### src/hdl/pwmt_pkg.sv
// Constants for the eight-bit PWM timer channel
package pwmt_pkg;
    localparam int PWMT_AW = 8;
    localparam int PWMT_DW = 8;
    // Register offsets
    localparam logic [7:0] PWMT_OFS_MODE = 8'h00;
    localparam logic [7:0] PWMT_OFS_PERIOD = 8'h04;
    localparam logic [7:0] PWMT_OFS_DUTY = 8'h08;
    localparam logic [7:0] PWMT_OFS_STATUS = 8'h0C;
    localparam logic [7:0] PWMT_OFS_MASK = 8'h10;
    localparam logic [7:0] PWMT_OFS_COUNT = 8'h14;
    // Mode register field positions
    localparam int PWMT_MODE_RUN = 0;
    localparam int PWMT_MODE_LEVEL = 1;
    localparam int PWMT_MODE_OE = 2;
    localparam int PWMT_MODE_CKS_LO = 4;
    localparam int PWMT_MODE_CKS_W = 3;
    // Status and mask bit positions
    localparam int PWMT_ST_PERIOD = 0;
    // Values after reset
    localparam logic [7:0] PWMT_RST_MODE = 8'h00;
    localparam logic [7:0] PWMT_RST_PERIOD = 8'hFF;
    localparam logic [7:0] PWMT_RST_DUTY = 8'h00;
    localparam logic [7:0] PWMT_RST_MASK = 8'h00;
    // Count clocks from a duty write to its use
    localparam logic [1:0] PWMT_DUTY_DELAY = 2'h3;
endpackage : pwmt_pkg

### src/hdl/pwmt_top.sv
// Eight-bit PWM timer channel with register port and period interrupt
//
// Functional notes
// RULE1: Output inactive until first period match follows.
// RULE2: Software leaves period alone while counting.
// RULE3: Software keeps duty below period, eight bits.
// RULE4: Run bit set starts PWM counting.
// RULE5: Run bit cleared stops counting.
// RULE6: Output enable zero drives pin low.
// RULE7: Software port latch may hold pin high.
// RULE8: Start level from select; toggle on match.
// RULE9: Pin reaches pad only with port bits zero.
// RULE10: Period is count clock times period+1.
// RULE11: Active width is count clock times duty+1.
// RULE12: Interrupt on count clock after period match.
// RULE13: Duty write applies after three count clocks.
// RULE14: Counter clears after match and keeps counting.
`timescale 1ns/1ps
module pwmt_top
    import pwmt_pkg::*;
(
    // Clock, reset, enable
    input wire logic sys_clk,
    input wire logic rst_n,
    input wire logic clk_en,
    // Register port
    input wire logic [PWMT_AW-1:0] reg_addr,
    input wire logic [PWMT_DW-1:0] reg_wdata,
    input wire logic reg_wr,
    input wire logic reg_rd,
    output logic [PWMT_DW-1:0] reg_rdata,
    // Timer output and interrupt
    output logic pwm_output_pin,
    output logic period_interrupt
);

    // Register map, byte offsets from the package:
    //   MODE   run, level select, output enable, count clock select
    //   PERIOD period compare, written at any time and taken at once
    //   DUTY   duty compare, reaches the compare after three count clocks while running, at once when stopped
    //   STATUS sticky period event, cleared by a read
    //   MASK   one blocks the interrupt output
    //   COUNT  up-counter, read only
    // Count clock is sys_clk divided by two to the power of the select field.

    typedef struct packed {
        // Mode register fields
        logic timer_run_bit;
        logic active_level_select;
        logic output_enable_bit;
        logic [PWMT_MODE_CKS_W-1:0] clock_select_field;
        // Compare values and delayed duty transfer
        logic [7:0] period_compare;
        logic [7:0] duty_compare;
        logic [7:0] duty_compare_alias;
        logic [1:0] duty_wait;
        // Count clock divider and up-counter
        logic [7:0] prescale;
        logic [7:0] count;
        // Waveform, event and read path
        logic active;
        logic status;
        logic mask;
        logic pin;
        logic [PWMT_DW-1:0] rdata;
    } pwmt_state_t;

    pwmt_state_t st;
    pwmt_state_t next_st;
    logic [7:0] div_mask;
    logic tick;

    always_comb begin
        div_mask = 8'((9'h001 << st.clock_select_field) - 9'h001);
        tick = st.timer_run_bit && ((st.prescale & div_mask) == div_mask);
    end

    always_comb begin
        next_st = st;
        if (st.timer_run_bit) begin
            next_st.prescale = st.prescale + 8'h01;
        end else begin
            next_st.prescale = 8'h00;
        end
        // Counting
        if (!st.timer_run_bit) begin
            next_st.count = 8'h00; // RULE5
            next_st.active = 1'b0; // RULE1
        end else if (tick) begin
            if (st.count == st.period_compare) begin
                next_st.count = 8'h00; // RULE14 RULE10
                next_st.active = ~st.active; // RULE8 RULE1
                next_st.status = 1'b1; // RULE12
            end else begin
                next_st.count = st.count + 8'h01;
                if (st.active && st.count == st.duty_compare_alias) begin
                    next_st.active = 1'b0; // RULE11
                end
            end
        end
        // Delayed transfer of the duty value
        if (tick && st.duty_wait != 2'h0) begin
            next_st.duty_wait = st.duty_wait - 2'h1;
            if (st.duty_wait == 2'h1) begin
                next_st.duty_compare_alias = st.duty_compare; // RULE13
            end
        end
        // Register reads
        next_st.rdata = 8'h00;
        if (reg_rd) begin
            case (reg_addr)
                PWMT_OFS_MODE: begin
                    next_st.rdata[PWMT_MODE_RUN] = st.timer_run_bit;
                    next_st.rdata[PWMT_MODE_LEVEL] = st.active_level_select;
                    next_st.rdata[PWMT_MODE_OE] = st.output_enable_bit;
                    next_st.rdata[PWMT_MODE_CKS_LO +: PWMT_MODE_CKS_W] = st.clock_select_field;
                end
                PWMT_OFS_PERIOD: begin
                    next_st.rdata = st.period_compare;
                end
                PWMT_OFS_DUTY: begin
                    // Software sees the last written value, not the delayed copy
                    next_st.rdata = st.duty_compare;
                end
                PWMT_OFS_STATUS: begin
                    next_st.rdata[PWMT_ST_PERIOD] = st.status;
                    // A period event in the same cycle wins over the clear
                    if (!(tick && st.count == st.period_compare)) begin
                        next_st.status = 1'b0;
                    end
                end
                PWMT_OFS_MASK: begin
                    next_st.rdata[PWMT_ST_PERIOD] = st.mask;
                end
                PWMT_OFS_COUNT: begin
                    next_st.rdata = st.count;
                end
                default: begin
                    next_st.rdata = 8'h00;
                end
            endcase
        end
        // Register writes
        if (reg_wr) begin
            case (reg_addr)
                PWMT_OFS_MODE: begin
                    next_st.timer_run_bit = reg_wdata[PWMT_MODE_RUN]; // RULE4 RULE5
                    next_st.active_level_select = reg_wdata[PWMT_MODE_LEVEL];
                    next_st.output_enable_bit = reg_wdata[PWMT_MODE_OE];
                    next_st.clock_select_field = reg_wdata[PWMT_MODE_CKS_LO +: PWMT_MODE_CKS_W];
                    if (reg_wdata[PWMT_MODE_RUN] && !st.timer_run_bit) begin
                        next_st.count = 8'h00; // RULE4
                        next_st.active = 1'b0; // RULE1
                        next_st.prescale = 8'h00;
                    end
                end
                PWMT_OFS_PERIOD: begin
                    // Taken at once; a write while running ends the cycle at the new value, or only after a wrap past 255 if the count is above it
                    next_st.period_compare = reg_wdata; // RULE2
                end
                PWMT_OFS_DUTY: begin
                    next_st.duty_compare = reg_wdata; // RULE3
                    if (st.timer_run_bit) begin
                        next_st.duty_wait = PWMT_DUTY_DELAY; // RULE13
                    end else begin
                        next_st.duty_compare_alias = reg_wdata;
                        next_st.duty_wait = 2'h0;
                    end
                end
                PWMT_OFS_MASK: begin
                    next_st.mask = reg_wdata[PWMT_ST_PERIOD];
                end
                default: begin
                end
            endcase
        end
        // Pin level; active low select inverts the waveform
        if (!next_st.output_enable_bit) begin
            next_st.pin = 1'b0; // RULE6 RULE7 RULE9
        end else begin
            next_st.pin = next_st.active ^ next_st.active_level_select; // RULE8
        end
    end

    always_ff @(posedge sys_clk or negedge rst_n) begin
        if (!rst_n) begin
            // Everything not named below starts at zero
            st <= '0;
            // Mode register
            st.timer_run_bit <= PWMT_RST_MODE[PWMT_MODE_RUN];
            st.active_level_select <= PWMT_RST_MODE[PWMT_MODE_LEVEL];
            st.output_enable_bit <= PWMT_RST_MODE[PWMT_MODE_OE];
            st.clock_select_field <= PWMT_RST_MODE[PWMT_MODE_CKS_LO +: PWMT_MODE_CKS_W];
            // Compare registers and mask
            st.period_compare <= PWMT_RST_PERIOD;
            st.duty_compare <= PWMT_RST_DUTY;
            st.duty_compare_alias <= PWMT_RST_DUTY;
            st.mask <= PWMT_RST_MASK[PWMT_ST_PERIOD];
        end else if (clk_en) begin
            st <= next_st;
        end
    end

    assign reg_rdata = st.rdata;
    assign pwm_output_pin = st.pin;
    assign period_interrupt = st.status & ~st.mask;

endmodule // pwmt_top

### config.mk
export PLATFORM = sky130hd
export DESIGN_NAME = pwmt_top
export DESIGN_NICKNAME = d
export VERILOG_FILES = /design/src/hdl/pwmt_pkg.sv /design/src/hdl/pwmt_top.sv
export SDC_FILE = /design/constraint.sdc
export NUM_CORES = 1
export LEC_CHECK = 0
export ABC_AREA = 1
export BUFFER_PORTS_ARGS = -buffer_cell sky130_fd_sc_hd__buf_2
export CORE_MARGIN = 2
export CORE_UTILIZATION = 54
export CTS_CLUSTER_DIAMETER = 50
export DETAILED_ROUTE_END_ITERATION = 6
export HOLD_SLACK_MARGIN = 0.06
export PLACE_DENSITY_LB_ADDON = 0.08
export SETUP_SLACK_MARGIN = 0.3
export SLEW_MARGIN = 20
export SYNTH_ARGS = -nofsm -noshare
export SYNTH_HDL_FRONTEND = slang
export SYNTH_SLANG_ARGS = --single-unit
### constraint.sdc
create_clock -name sys_clk -period 1.4 [get_ports sys_clk]
set_input_delay 0 -clock sys_clk [delete_from_list [all_inputs] [get_ports sys_clk]]
set_output_delay 0 -clock sys_clk [all_outputs]
set_load 0.01 [all_outputs]
==> results of run 1 <==
[sequential cells by signal (all words and copies together) (netlist names)]
name,count
st,50
reg_rdata,8
pwm_output_pin,1
[kinds of logic after synthesis]
logic type | Yosys count | share of synthesized area
fa+ha+maj | 4 | 0.0139
simple gates | 246 | 0.292
compound gates | 90 | 0.137
xor+xnor | 13 | 0.0316
buf+inv | 94 | 0.113
flops | 59 | 0.413
[cell type report]
cell class              count  area [µm²]  share of cell area
clock inverters             2        35.0             0.00718
flip-flops and latches     59        1490               0.306
multi-input cells         353        1960               0.402
inverters                  70         278              0.0569
well taps                  77        96.3              0.0197
repair buffers            111         855               0.175
clock buffers              14         163              0.0333
[what timing repair did]
item | in CTS | in global routing
setup endpoints to repair | 31 | 43
hold buffers | 13 | 0
resized for setup | 57 | 46
setup buffers | 7 | 5
pin swaps | 24 | 23
endpoints found under the hold margin | 88 | 0
[through the flow]
stage / instances / area, µm²
floorplan: 506 / 3620
global placement: 645 / 4150
detailed placement: 645 / 4150
CTS: 681 / 4700
global route: 686 / 4880
finish: 686 / 4880
[layout by cell type, fill, tap and decap left out, types with 11 or more instances in the layout]
cell / count
sky130_fd_sc_hd__buf_2: 30
sky130_fd_sc_hd__buf_4: 54
sky130_fd_sc_hd__buf_6: 13
sky130_fd_sc_hd__clkbuf_8: 11
sky130_fd_sc_hd__dfrtp_1: 46
sky130_fd_sc_hd__dlygate4sd3_1: 12
sky130_fd_sc_hd__inv_1: 55
sky130_fd_sc_hd__inv_2: 11
sky130_fd_sc_hd__nand2_1: 169
sky130_fd_sc_hd__nand2_2: 12
sky130_fd_sc_hd__nand3_1: 16
sky130_fd_sc_hd__nor2_1: 21
sky130_fd_sc_hd__o21ai_0: 26
sky130_fd_sc_hd__o21ai_1: 32
[metal layers]
metal,GRT usage,vias up,share of wire,wire (µm)
met4,0.115,0,0.018,189
li1,-,1784,-,-
met5,0,-,0,0
met3,0.0500,17,0.054,559
met1,0.415,1693,0.45,4670
met2,0.474,124,0.47,4860
[cells in the mapped netlist]
library cell / count
sky130_fd_sc_hd__nor3_2: 3
sky130_fd_sc_hd__nor2_1: 26
sky130_fd_sc_hd__xnor2_1: 8
sky130_fd_sc_hd__buf_2: 8
sky130_fd_sc_hd__o22ai_1: 7
sky130_fd_sc_hd__dfrtp_1: 51
sky130_fd_sc_hd__inv_2: 4
sky130_fd_sc_hd__nand2_2: 4
sky130_fd_sc_hd__a21o_1: 1
sky130_fd_sc_hd__dfstp_2: 8
sky130_fd_sc_hd__o21ai_1: 13
sky130_fd_sc_hd__a21oi_1: 9
sky130_fd_sc_hd__nor2_4: 2
sky130_fd_sc_hd__ha_1: 4
sky130_fd_sc_hd__nand2_4: 3
sky130_fd_sc_hd__nand4_1: 3
sky130_fd_sc_hd__nor2_2: 4
sky130_fd_sc_hd__buf_4: 10
sky130_fd_sc_hd__a21oi_2: 1
sky130_fd_sc_hd__nor2_8: 1
sky130_fd_sc_hd__o2111ai_1: 7
sky130_fd_sc_hd__inv_1: 66
sky130_fd_sc_hd__and3_1: 1
sky130_fd_sc_hd__buf_1: 1
sky130_fd_sc_hd__clkbuf_1: 4
sky130_fd_sc_hd__buf_6: 1
sky130_fd_sc_hd__nor3_1: 2
sky130_fd_sc_hd__xor2_1: 5
sky130_fd_sc_hd__o21ai_0: 52
sky130_fd_sc_hd__nand2_1: 178
sky130_fd_sc_hd__nand3_1: 19
[power by group through the flow]
| stage | clock (mW) | sequential (mW) | combinational, mW |
|---|---|---|---|
| global route | 1.68 | 2.21 | 2.25 |
| finish | 1.60 | 2.19 | 2.02 |
| CTS | 1.62 | 2.17 | 1.82 |
| detailed placement | 0 | 2.19 | 1.65 |
| global placement | 0 | 2.18 | 1.61 |
| floorplan | 0 | 2.11 | 1.02 |
[final timing paths]
path	startpoint	to	slack, ns	depth (start not counted)
max	st[20]	st[15]	-0.24	9
min	reg_addr[7]	st[9]	0.1	6
max reg2reg	st[20]	st[15]	-0.24	9
min reg2reg	reg_rdata[5]	reg_rdata[5]	0.47	2
max in group asynchronous	rst_n	st[50]	0.85	3
min in group asynchronous	rst_n	st[55]	0.20	3
[critical path: stages, from the launching register on]
cell and delay [ns]:
sky130_fd_sc_hd__dfrtp_1 0.40, sky130_fd_sc_hd__nand2_2 0.09, sky130_fd_sc_hd__o21ai_1 0.08, sky130_fd_sc_hd__nand2_1 0.11
sky130_fd_sc_hd__nor2_4 0.15, sky130_fd_sc_hd__nand2_4 0.12, sky130_fd_sc_hd__buf_4 0.17, sky130_fd_sc_hd__nor2_4 0.11
sky130_fd_sc_hd__xor2_1 0.18, sky130_fd_sc_hd__o22ai_1 0.10
==> flow_results.xml, run 1 <==
<?xml version="1.0" encoding="UTF-8"?>
<metrics>
  <group name="run_status">
    <metric name="outcome" unit="">finished with violations</metric>
    <metric name="violations" unit="">negative setup slack</metric>
  </group>
  <group name="clocking">
    <metric name="clock_tree_from_tritoncts" unit="">yes</metric>
    <metric name="clock-sinks" unit="">59</metric>
    <metric name="htree_levels" unit="">3</metric>
    <metric name="worstSkewPairLatency" unit="ns">0.35</metric>
    <metric name="cts_made_buffers" unit="">9</metric>
    <metric name="clk_pin_slew_worst_paths" unit="ns">0.07</metric>
    <metric name="ctsLongestPathBuffers" unit="">2</metric>
    <metric name="cts_root_buffer" unit="">sky130_fd_sc_hd__clkbuf_8</metric>
  </group>
  <group name="synthesis">
    <metric name="synth.top_cell.area_share" unit="">0.354</metric>
    <metric name="netlist_top_cells_area" unit="">sky130_fd_sc_hd__dfrtp_1 35%, sky130_fd_sc_hd__nand2_1 19%, sky130_fd_sc_hd__o21ai_0 7.2%</metric>
    <metric name="postSynthNetCount" unit="">531</metric>
    <metric name="syn-mean-instance-area" unit="µm²">7.12</metric>
    <metric name="synth_cell_types" unit="">31</metric>
    <metric name="yosys.area.top_type" unit="">sky130_fd_sc_hd__dfrtp_1</metric>
    <metric name="synth_sequential_area_ratio" unit="">0.413</metric>
    <metric name="ys_ff_latch" unit="">59</metric>
    <metric name="syn_area" unit="µm²">3600</metric>
    <metric name="synthesized_netlist_cell_count" unit="">506</metric>
    <metric name="synth-warning-count" unit="">0</metric>
  </group>
  <group name="global_route">
    <metric name="via_count_of_the_first_global_routing_pass" unit="">3423</metric>
    <metric name="largest_net_degree_at_the_start_of_global_routing" unit="">31</metric>
    <metric name="all_layer_global_routing_usage" unit="">0.300</metric>
    <metric name="grt_overflow" unit="">0</metric>
    <metric name="grt_pass1_wl" unit="µm">16800</metric>
    <metric name="grt_antenna_before_repair" unit="">0</metric>
  </group>
  <group name="detailed_routing">
    <metric name="routed-via-count" unit="">3618</metric>
    <metric name="dr.pass1.iters" unit="">5</metric>
    <metric name="drt_first_iter_violations" unit="">276</metric>
    <metric name="drt_wl_total" unit="µm">10300</metric>
    <metric name="detail_route.wl_per_cell" unit="µm">15.0</metric>
    <metric name="number_of_vias_per_cell" unit="">5.27</metric>
    <metric name="remaining_drc_errors" unit="">0</metric>
    <metric name="number_of_nets_with_antenna_violations_after_routing" unit="">0</metric>
  </group>
  <group name="sta">
    <metric name="final_critical_delay_including_setup_and_external_delays" unit="ns">1.64</metric>
    <metric name="rsz0062_at_grt" unit="">true</metric>
    <metric name="final.hold.worst_slack" unit="ns">0.0959</metric>
    <metric name="worstMarginPinSlew" unit="ns">0.404</metric>
    <metric name="hold_viol_final" unit="">0</metric>
    <metric name="count_of_endpoints_failing_setup_in_the_final_report" unit="">21</metric>
    <metric name="final_period_utilization" unit="">1.17</metric>
    <metric name="timing.final.ws_setup" unit="ns">-0.242</metric>
    <metric name="totalNegativeSetupSlack" unit="ns">-3.62</metric>
    <metric name="timing.slew.headroom" unit="">0.730</metric>
    <metric name="achievable-frequency" unit="MHz">609</metric>
    <metric name="clock_skew" unit="ns">0.00948</metric>
    <metric name="slew_viol_final" unit="">0</metric>
  </group>
  <group name="power_and_ir_drop">
    <metric name="power.share.clock" unit="">0.275</metric>
    <metric name="power_density" unit="nW/µm²">1190</metric>
    <metric name="power.static_leakage" unit="nW">2.52</metric>
    <metric name="max-vdd-ir-drop" unit="V">0.000952</metric>
    <metric name="seq_power_share" unit="">0.377</metric>
    <metric name="power.internal" unit="mW">3.81</metric>
    <metric name="design_power_total" unit="mW">5.80</metric>
    <metric name="power.share.combinational" unit="">0.348</metric>
    <metric name="netSwitchingFraction" unit="">0.343</metric>
    <metric name="power.net_switching" unit="mW">1.99</metric>
  </group>
  <group name="floorplan">
    <metric name="placementRows" unit="">29</metric>
    <metric name="die_h" unit="µm">85.7</metric>
    <metric name="die_x" unit="µm">85.7</metric>
    <metric name="die_area" unit="µm²">7340</metric>
    <metric name="core-area" unit="µm²">6390</metric>
    <metric name="initial_utilization" unit="">0.564</metric>
    <metric name="io_pins" unit="">31</metric>
  </group>
  <group name="place">
    <metric name="post-place-ws" unit="ns">-0.207</metric>
    <metric name="buffers_added_on_ports" unit="">30</metric>
    <metric name="detailed_place_hpwl" unit="µm">7340</metric>
    <metric name="gp_congestion" unit="">0.926</metric>
  </group>
  <group name="setup_path">
    <metric name="crit_path_end_kind" unit="">flip-flop</metric>
    <metric name="worst-setup-path-type" unit="">flip-flop to flip-flop</metric>
    <metric name="startpoint_type" unit="">flip-flop</metric>
    <metric name="critical_path_peak_fanout" unit="">5</metric>
    <metric name="worst_ep_required_time" unit="ns">1.63</metric>
    <metric name="worstPathArrival" unit="ns">1.87</metric>
  </group>
  <group name="finish">
    <metric name="finish.utilization" unit="">0.764</metric>
    <metric name="nFillCells" unit="">479</metric>
    <metric name="number_of_antenna_diodes" unit="">0</metric>
    <metric name="syn_to_final_growth" unit="%">35.5</metric>
    <metric name="layout-drive-gt1-share" unit="">0.328</metric>
    <metric name="nets" unit="">629</metric>
  </group>
  <group name="run">
    <metric name="max_cap_violations" unit="">0</metric>
  </group>
  <group name="worst_hold_path">
    <metric name="hold_path_class" unit="">input pin to flip-flop</metric>
  </group>
</metrics>
(Power assumes the default switching activity.)
==> run 2: changes to the inputs <==
--- a/config.mk
+++ b/config.mk
@@ -5,10 +5,9 @@
 export SDC_FILE = /design/constraint.sdc
 export NUM_CORES = 1
 export LEC_CHECK = 0
-export ABC_AREA = 1
 export BUFFER_PORTS_ARGS = -buffer_cell sky130_fd_sc_hd__buf_2
 export CORE_MARGIN = 2
-export CORE_UTILIZATION = 54
+export CORE_UTILIZATION = 53
 export CTS_CLUSTER_DIAMETER = 50
 export DETAILED_ROUTE_END_ITERATION = 6
 export HOLD_SLACK_MARGIN = 0.06
==> run 2 against run 1 <==
Compared with the run above:
- the run still ends with negative setup slack left
- register-to-register slack lost 0.34 ns
- flip-flop and latch count is the same
- non-clock buffer count grew 36
- hold slack gained 0.075 ns
- sequential power grew 5%
- utilization grew 12 points
- sequential share of layout area shrank 2.3 points
- via count shrank 2.6%
- critical path depth grew 1
- clock power grew 6%
- combinational power grew 25%
- clock-buffer cell count shrank 2
- largest power group is now combinational cells
==> flow_results.xml, run 2 <==
<?xml version="1.0" encoding="UTF-8"?>
<metrics>
  <group name="synthesis">
    <metric name="postSynthNetCount" unit="">343</metric>
    <metric name="netlist_top_cells_area" unit="">sky130_fd_sc_hd__dfrtp_1 39%, sky130_fd_sc_hd__mux2_2 8.2%, sky130_fd_sc_hd__dfstp_2 6.4%</metric>
    <metric name="syn_area" unit="µm²">3300</metric>
    <metric name="synth_cell_types" unit="">59</metric>
    <metric name="synth-warning-count" unit="">0</metric>
    <metric name="syn-mean-instance-area" unit="µm²">10.4</metric>
    <metric name="synthesized_netlist_cell_count" unit="">318</metric>
    <metric name="ys_top_cells_by_count" unit="">51 x sky130_fd_sc_hd__dfrtp_1, 24 x sky130_fd_sc_hd__mux2_2, 17 x sky130_fd_sc_hd__nand2_1</metric>
    <metric name="dominantRegCellSynth" unit="">sky130_fd_sc_hd__dfrtp_1</metric>
    <metric name="synth_sequential_area_ratio" unit="">0.451</metric>
    <metric name="synthMostInstantiatedCell" unit="">sky130_fd_sc_hd__dfrtp_1</metric>
    <metric name="post_synth_edffs" unit="">0</metric>
    <metric name="ys_ff_latch" unit="">59</metric>
    <metric name="synth.top_cell.area_share" unit="">0.387</metric>
    <metric name="yosys.area.top_type" unit="">sky130_fd_sc_hd__dfrtp_1</metric>
    <metric name="postSynth.asyncResetShare" unit="">1.00</metric>
  </group>
  <group name="global_route">
    <metric name="all_layer_global_routing_usage" unit="">0.329</metric>
    <metric name="grt_overflow" unit="">0</metric>
    <metric name="grt_util_met2" unit="">0.545</metric>
    <metric name="grt_pass1_wl" unit="µm">17800</metric>
    <metric name="largest_net_degree_at_the_start_of_global_routing" unit="">60</metric>
    <metric name="grt.met3_usage" unit="">0.0726</metric>
    <metric name="grt_most_used_layer" unit="">met2</metric>
    <metric name="via_count_of_the_first_global_routing_pass" unit="">3333</metric>
    <metric name="grt_antenna_before_repair" unit="">0</metric>
    <metric name="globalRouteMet1Util" unit="">0.429</metric>
  </group>
  <group name="power_and_ir_drop">
    <metric name="netSwitchingFraction" unit="">0.343</metric>
    <metric name="power.net_switching" unit="mW">2.23</metric>
    <metric name="power.internal" unit="mW">4.27</metric>
    <metric name="power.share.clock" unit="">0.260</metric>
    <metric name="power.static_leakage" unit="nW">2.28</metric>
    <metric name="power_density" unit="nW/µm²">1240</metric>
    <metric name="power.share.combinational" unit="">0.388</metric>
    <metric name="max-vdd-ir-drop" unit="V">0.00127</metric>
    <metric name="seq_power_share" unit="">0.352</metric>
    <metric name="design_power_total" unit="mW">6.50</metric>
  </group>
  <group name="detailed_routing">
    <metric name="drt_first_iter_violations" unit="">426</metric>
    <metric name="routed-via-count" unit="">3524</metric>
    <metric name="dr.pass1.iters" unit="">5</metric>
    <metric name="remaining_drc_errors" unit="">0</metric>
    <metric name="number_of_nets_with_antenna_violations_after_routing" unit="">0</metric>
    <metric name="detail_route.wl_per_cell" unit="µm">23.8</metric>
    <metric name="number_of_vias_per_cell" unit="">6.64</metric>
    <metric name="drt_wl_total" unit="µm">12700</metric>
  </group>
  <group name="setup_path">
    <metric name="critical_path_peak_fanout" unit="">5</metric>
    <metric name="crit_path_end_kind" unit="">flip-flop</metric>
    <metric name="worstPathArrival" unit="ns">2.18</metric>
    <metric name="crit_path_cell_trace" unit="">buf_4 -&gt; buf_4 -&gt; inv_1 -&gt; o21ai_2 -&gt; o21ai_2 -&gt; buf_4 -&gt; buf_4 -&gt; nand2_2 -&gt; o41ai_2 -&gt; a22oi_1</metric>
    <metric name="startpoint_type" unit="">flip-flop</metric>
    <metric name="cp_num_buf_inv" unit="">5</metric>
    <metric name="worst_ep_required_time" unit="ns">1.59</metric>
    <metric name="path_delay_family" unit="">buffers and inverters</metric>
    <metric name="critPathMostFrequentCell" unit="">sky130_fd_sc_hd__buf_4</metric>
    <metric name="critical_path.max_stage_delay" unit="ns">0.39</metric>
    <metric name="worst-setup-path-type" unit="">flip-flop to flip-flop</metric>
    <metric name="terminus_of_the_critical_flop_to_flop_path" unit="">st[28]</metric>
    <metric name="rrSetupSlack" unit="ns">-0.58</metric>
    <metric name="r2r_cells" unit="">10</metric>
    <metric name="regToRegStartpoint" unit="">st[55]</metric>
    <metric name="critPathSlowestCell" unit="">sky130_fd_sc_hd__dfrtp_1</metric>
  </group>
  <group name="sta">
    <metric name="final_critical_delay_including_setup_and_external_delays" unit="ns">1.98</metric>
    <metric name="timing.final.ws_setup" unit="ns">-0.581</metric>
    <metric name="achievable-frequency" unit="MHz">505</metric>
    <metric name="clock_skew" unit="ns">0.0151</metric>
    <metric name="rsz0062_at_grt" unit="">true</metric>
    <metric name="worstMarginPinSlew" unit="ns">0.390</metric>
    <metric name="timing.slew.headroom" unit="">0.740</metric>
    <metric name="final_period_utilization" unit="">1.42</metric>
    <metric name="hold_viol_final" unit="">0</metric>
    <metric name="slew_viol_final" unit="">0</metric>
    <metric name="count_of_endpoints_failing_setup_in_the_final_report" unit="">31</metric>
  </group>
  <group name="clocking">
    <metric name="ctsLongestPathBuffers" unit="">2</metric>
    <metric name="worstSkewPairLatency" unit="ns">0.35</metric>
    <metric name="cts_made_buffers" unit="">9</metric>
    <metric name="cts_root_buffer" unit="">sky130_fd_sc_hd__clkbuf_8</metric>
    <metric name="clock-sinks" unit="">59</metric>
    <metric name="clk_pin_slew_worst_paths" unit="ns">0.08</metric>
    <metric name="clock_tree_from_tritoncts" unit="">yes</metric>
    <metric name="htree_levels" unit="">3</metric>
  </group>
  <group name="run">
    <metric name="max_cap_violations" unit="">0</metric>
  </group>
  <group name="floorplan">
    <metric name="die_h" unit="µm">82.9</metric>
    <metric name="io_pins" unit="">31</metric>
    <metric name="placementRows" unit="">28</metric>
    <metric name="core-area" unit="µm²">5960</metric>
    <metric name="initial_utilization" unit="">0.554</metric>
    <metric name="die_area" unit="µm²">6870</metric>
    <metric name="die_x" unit="µm">82.9</metric>
  </group>
  <group name="finish">
    <metric name="final_common_cell" unit="">sky130_fd_sc_hd__buf_4</metric>
    <metric name="layout-drive-gt1-share" unit="">0.555</metric>
    <metric name="max_flop_register" unit="">st</metric>
    <metric name="final_cells" unit="">531</metric>
    <metric name="nets" unit="">477</metric>
    <metric name="largest_register_ffs" unit="">50</metric>
    <metric name="syn_to_final_growth" unit="%">59.2</metric>
    <metric name="final_cell_mix" unit="">75 x sky130_fd_sc_hd__buf_4, 51 x sky130_fd_sc_hd__dfrtp_1, 29 x sky130_fd_sc_hd__buf_2</metric>
    <metric name="number_of_antenna_diodes" unit="">0</metric>
  </group>
  <group name="run_status">
    <metric name="violations" unit="">negative setup slack</metric>
    <metric name="outcome" unit="">finished with violations</metric>
  </group>
  <group name="place">
    <metric name="gp_congestion" unit="">0.860</metric>
    <metric name="buffers_added_on_ports" unit="">30</metric>
    <metric name="placed_cells_incl_taps" unit="">479</metric>
    <metric name="detailed_place_hpwl" unit="µm">6690</metric>
  </group>
  <group name="worst_hold_path">
    <metric name="hold_path_class" unit="">input pin to asynchronous set/reset pin</metric>
  </group>
</metrics>
[run 2: cell types whose count changed after synthesis, moves of 8 or more]
cell,before,now
sky130_fd_sc_hd__nand2_1,178,17
sky130_fd_sc_hd__inv_1,66,13
sky130_fd_sc_hd__o21ai_0,52,15
sky130_fd_sc_hd__mux2_2,0,24
sky130_fd_sc_hd__o21ai_1,13,1
sky130_fd_sc_hd__nor2_1,26,15
sky130_fd_sc_hd__o21a_1,0,10
sky130_fd_sc_hd__mux2i_1,0,9
sky130_fd_sc_hd__o2bb2ai_1,0,9
sky130_fd_sc_hd__o22a_1,0,8
sky130_fd_sc_hd__xnor2_1,8,16
[run 2: worst min-delay path, delay by kind of cell]
family	cells	cell delay (ns)
buf+inv	3	0.91
[run 2: how the worst max path moves through the flow]
stage | startpoint | slack [ns] | depth (start not counted) | endpoint
floorplan | st[23] | -0.44 | 7 | pwm_output_pin
global placement | reg_addr[5] | -0.59 | 7 | pwm_output_pin
detailed placement | reg_addr[5] | -0.61 | 7 | pwm_output_pin
CTS | st[55] | -0.50 | 9 | st[37]
global route | st[22] | -0.72 | 8 | st[28]
finish | st[55] | -0.58 | 10 | st[28]
[run 2: repair_timing]
action,CTS,global route
endpoints found under the setup margin,54,58
hold buffers,11,0
resized for setup,87,36
endpoints found under the hold margin,86,0
pin swaps,27,22
cloned,0,0
setup buffers,16,10
[run 2: per-layer routing]
metal | routed length (µm) | share of wire | vias up
li1 | - | - | 1432
met1 | 4820 | 0.38 | 1769
met2 | 6190 | 0.49 | 253
met3 | 1120 | 0.089 | 70
met4 | 534 | 0.042 | 0
met5 | 0 | 0 | -
[run 2: area by class of cell]
class | count | area [µm²]
Clock buffer | 12 | 135
Tap cell | 75 | 93.8
Fill cell | 237 | 704
Multi-Input combinational cell | 221 | 2190
Sequential cell | 59 | 1490
Clock inverter | 3 | 65.1
Inverter | 14 | 56.3
Timing Repair Buffer | 147 | 1220
[run 2: kinds of logic after synthesis]
family | share of synthesized area
compound gates | 0.175
xor+xnor | 0.0451
fa+ha+maj | 0.0152
buf+inv | 0.0546
flops | 0.451
mux | 0.114
simple gates | 0.146
[run 2: power groups by stage]
| stage | clock network (mW) | logic [mW] | registers, mW |
|---|---|---|---|
| 2_1_floorplan | 0 | 1.00 | 2.27 |
| 3_3_place_gp | 0 | 1.71 | 2.27 |
| 3_5_place_dp | 0 | 1.76 | 2.28 |
| 4_1_cts | 1.66 | 2.08 | 2.27 |
| 5_1_grt | 1.76 | 2.67 | 2.32 |
| 6_report | 1.69 | 2.52 | 2.29 |
[run 2: stage by stage]
step	hold WS (ns)	setup WS, ns	util	TNS [ns]	cell area, µm²
2_1_floorplan	-0.296	-0.441	-	-11.84	3470
3_3_place_gp	0.0264	-0.594	0.703	-21.01	4190
3_5_place_dp	0.0328	-0.611	0.703	-21.35	4190
4_1_cts	0.123	-0.504	0.841	-9.74	5010
5_1_grt	0.195	-0.716	0.882	-14.46	5250
6_report	0.171	-0.581	0.882	-11.41	5250
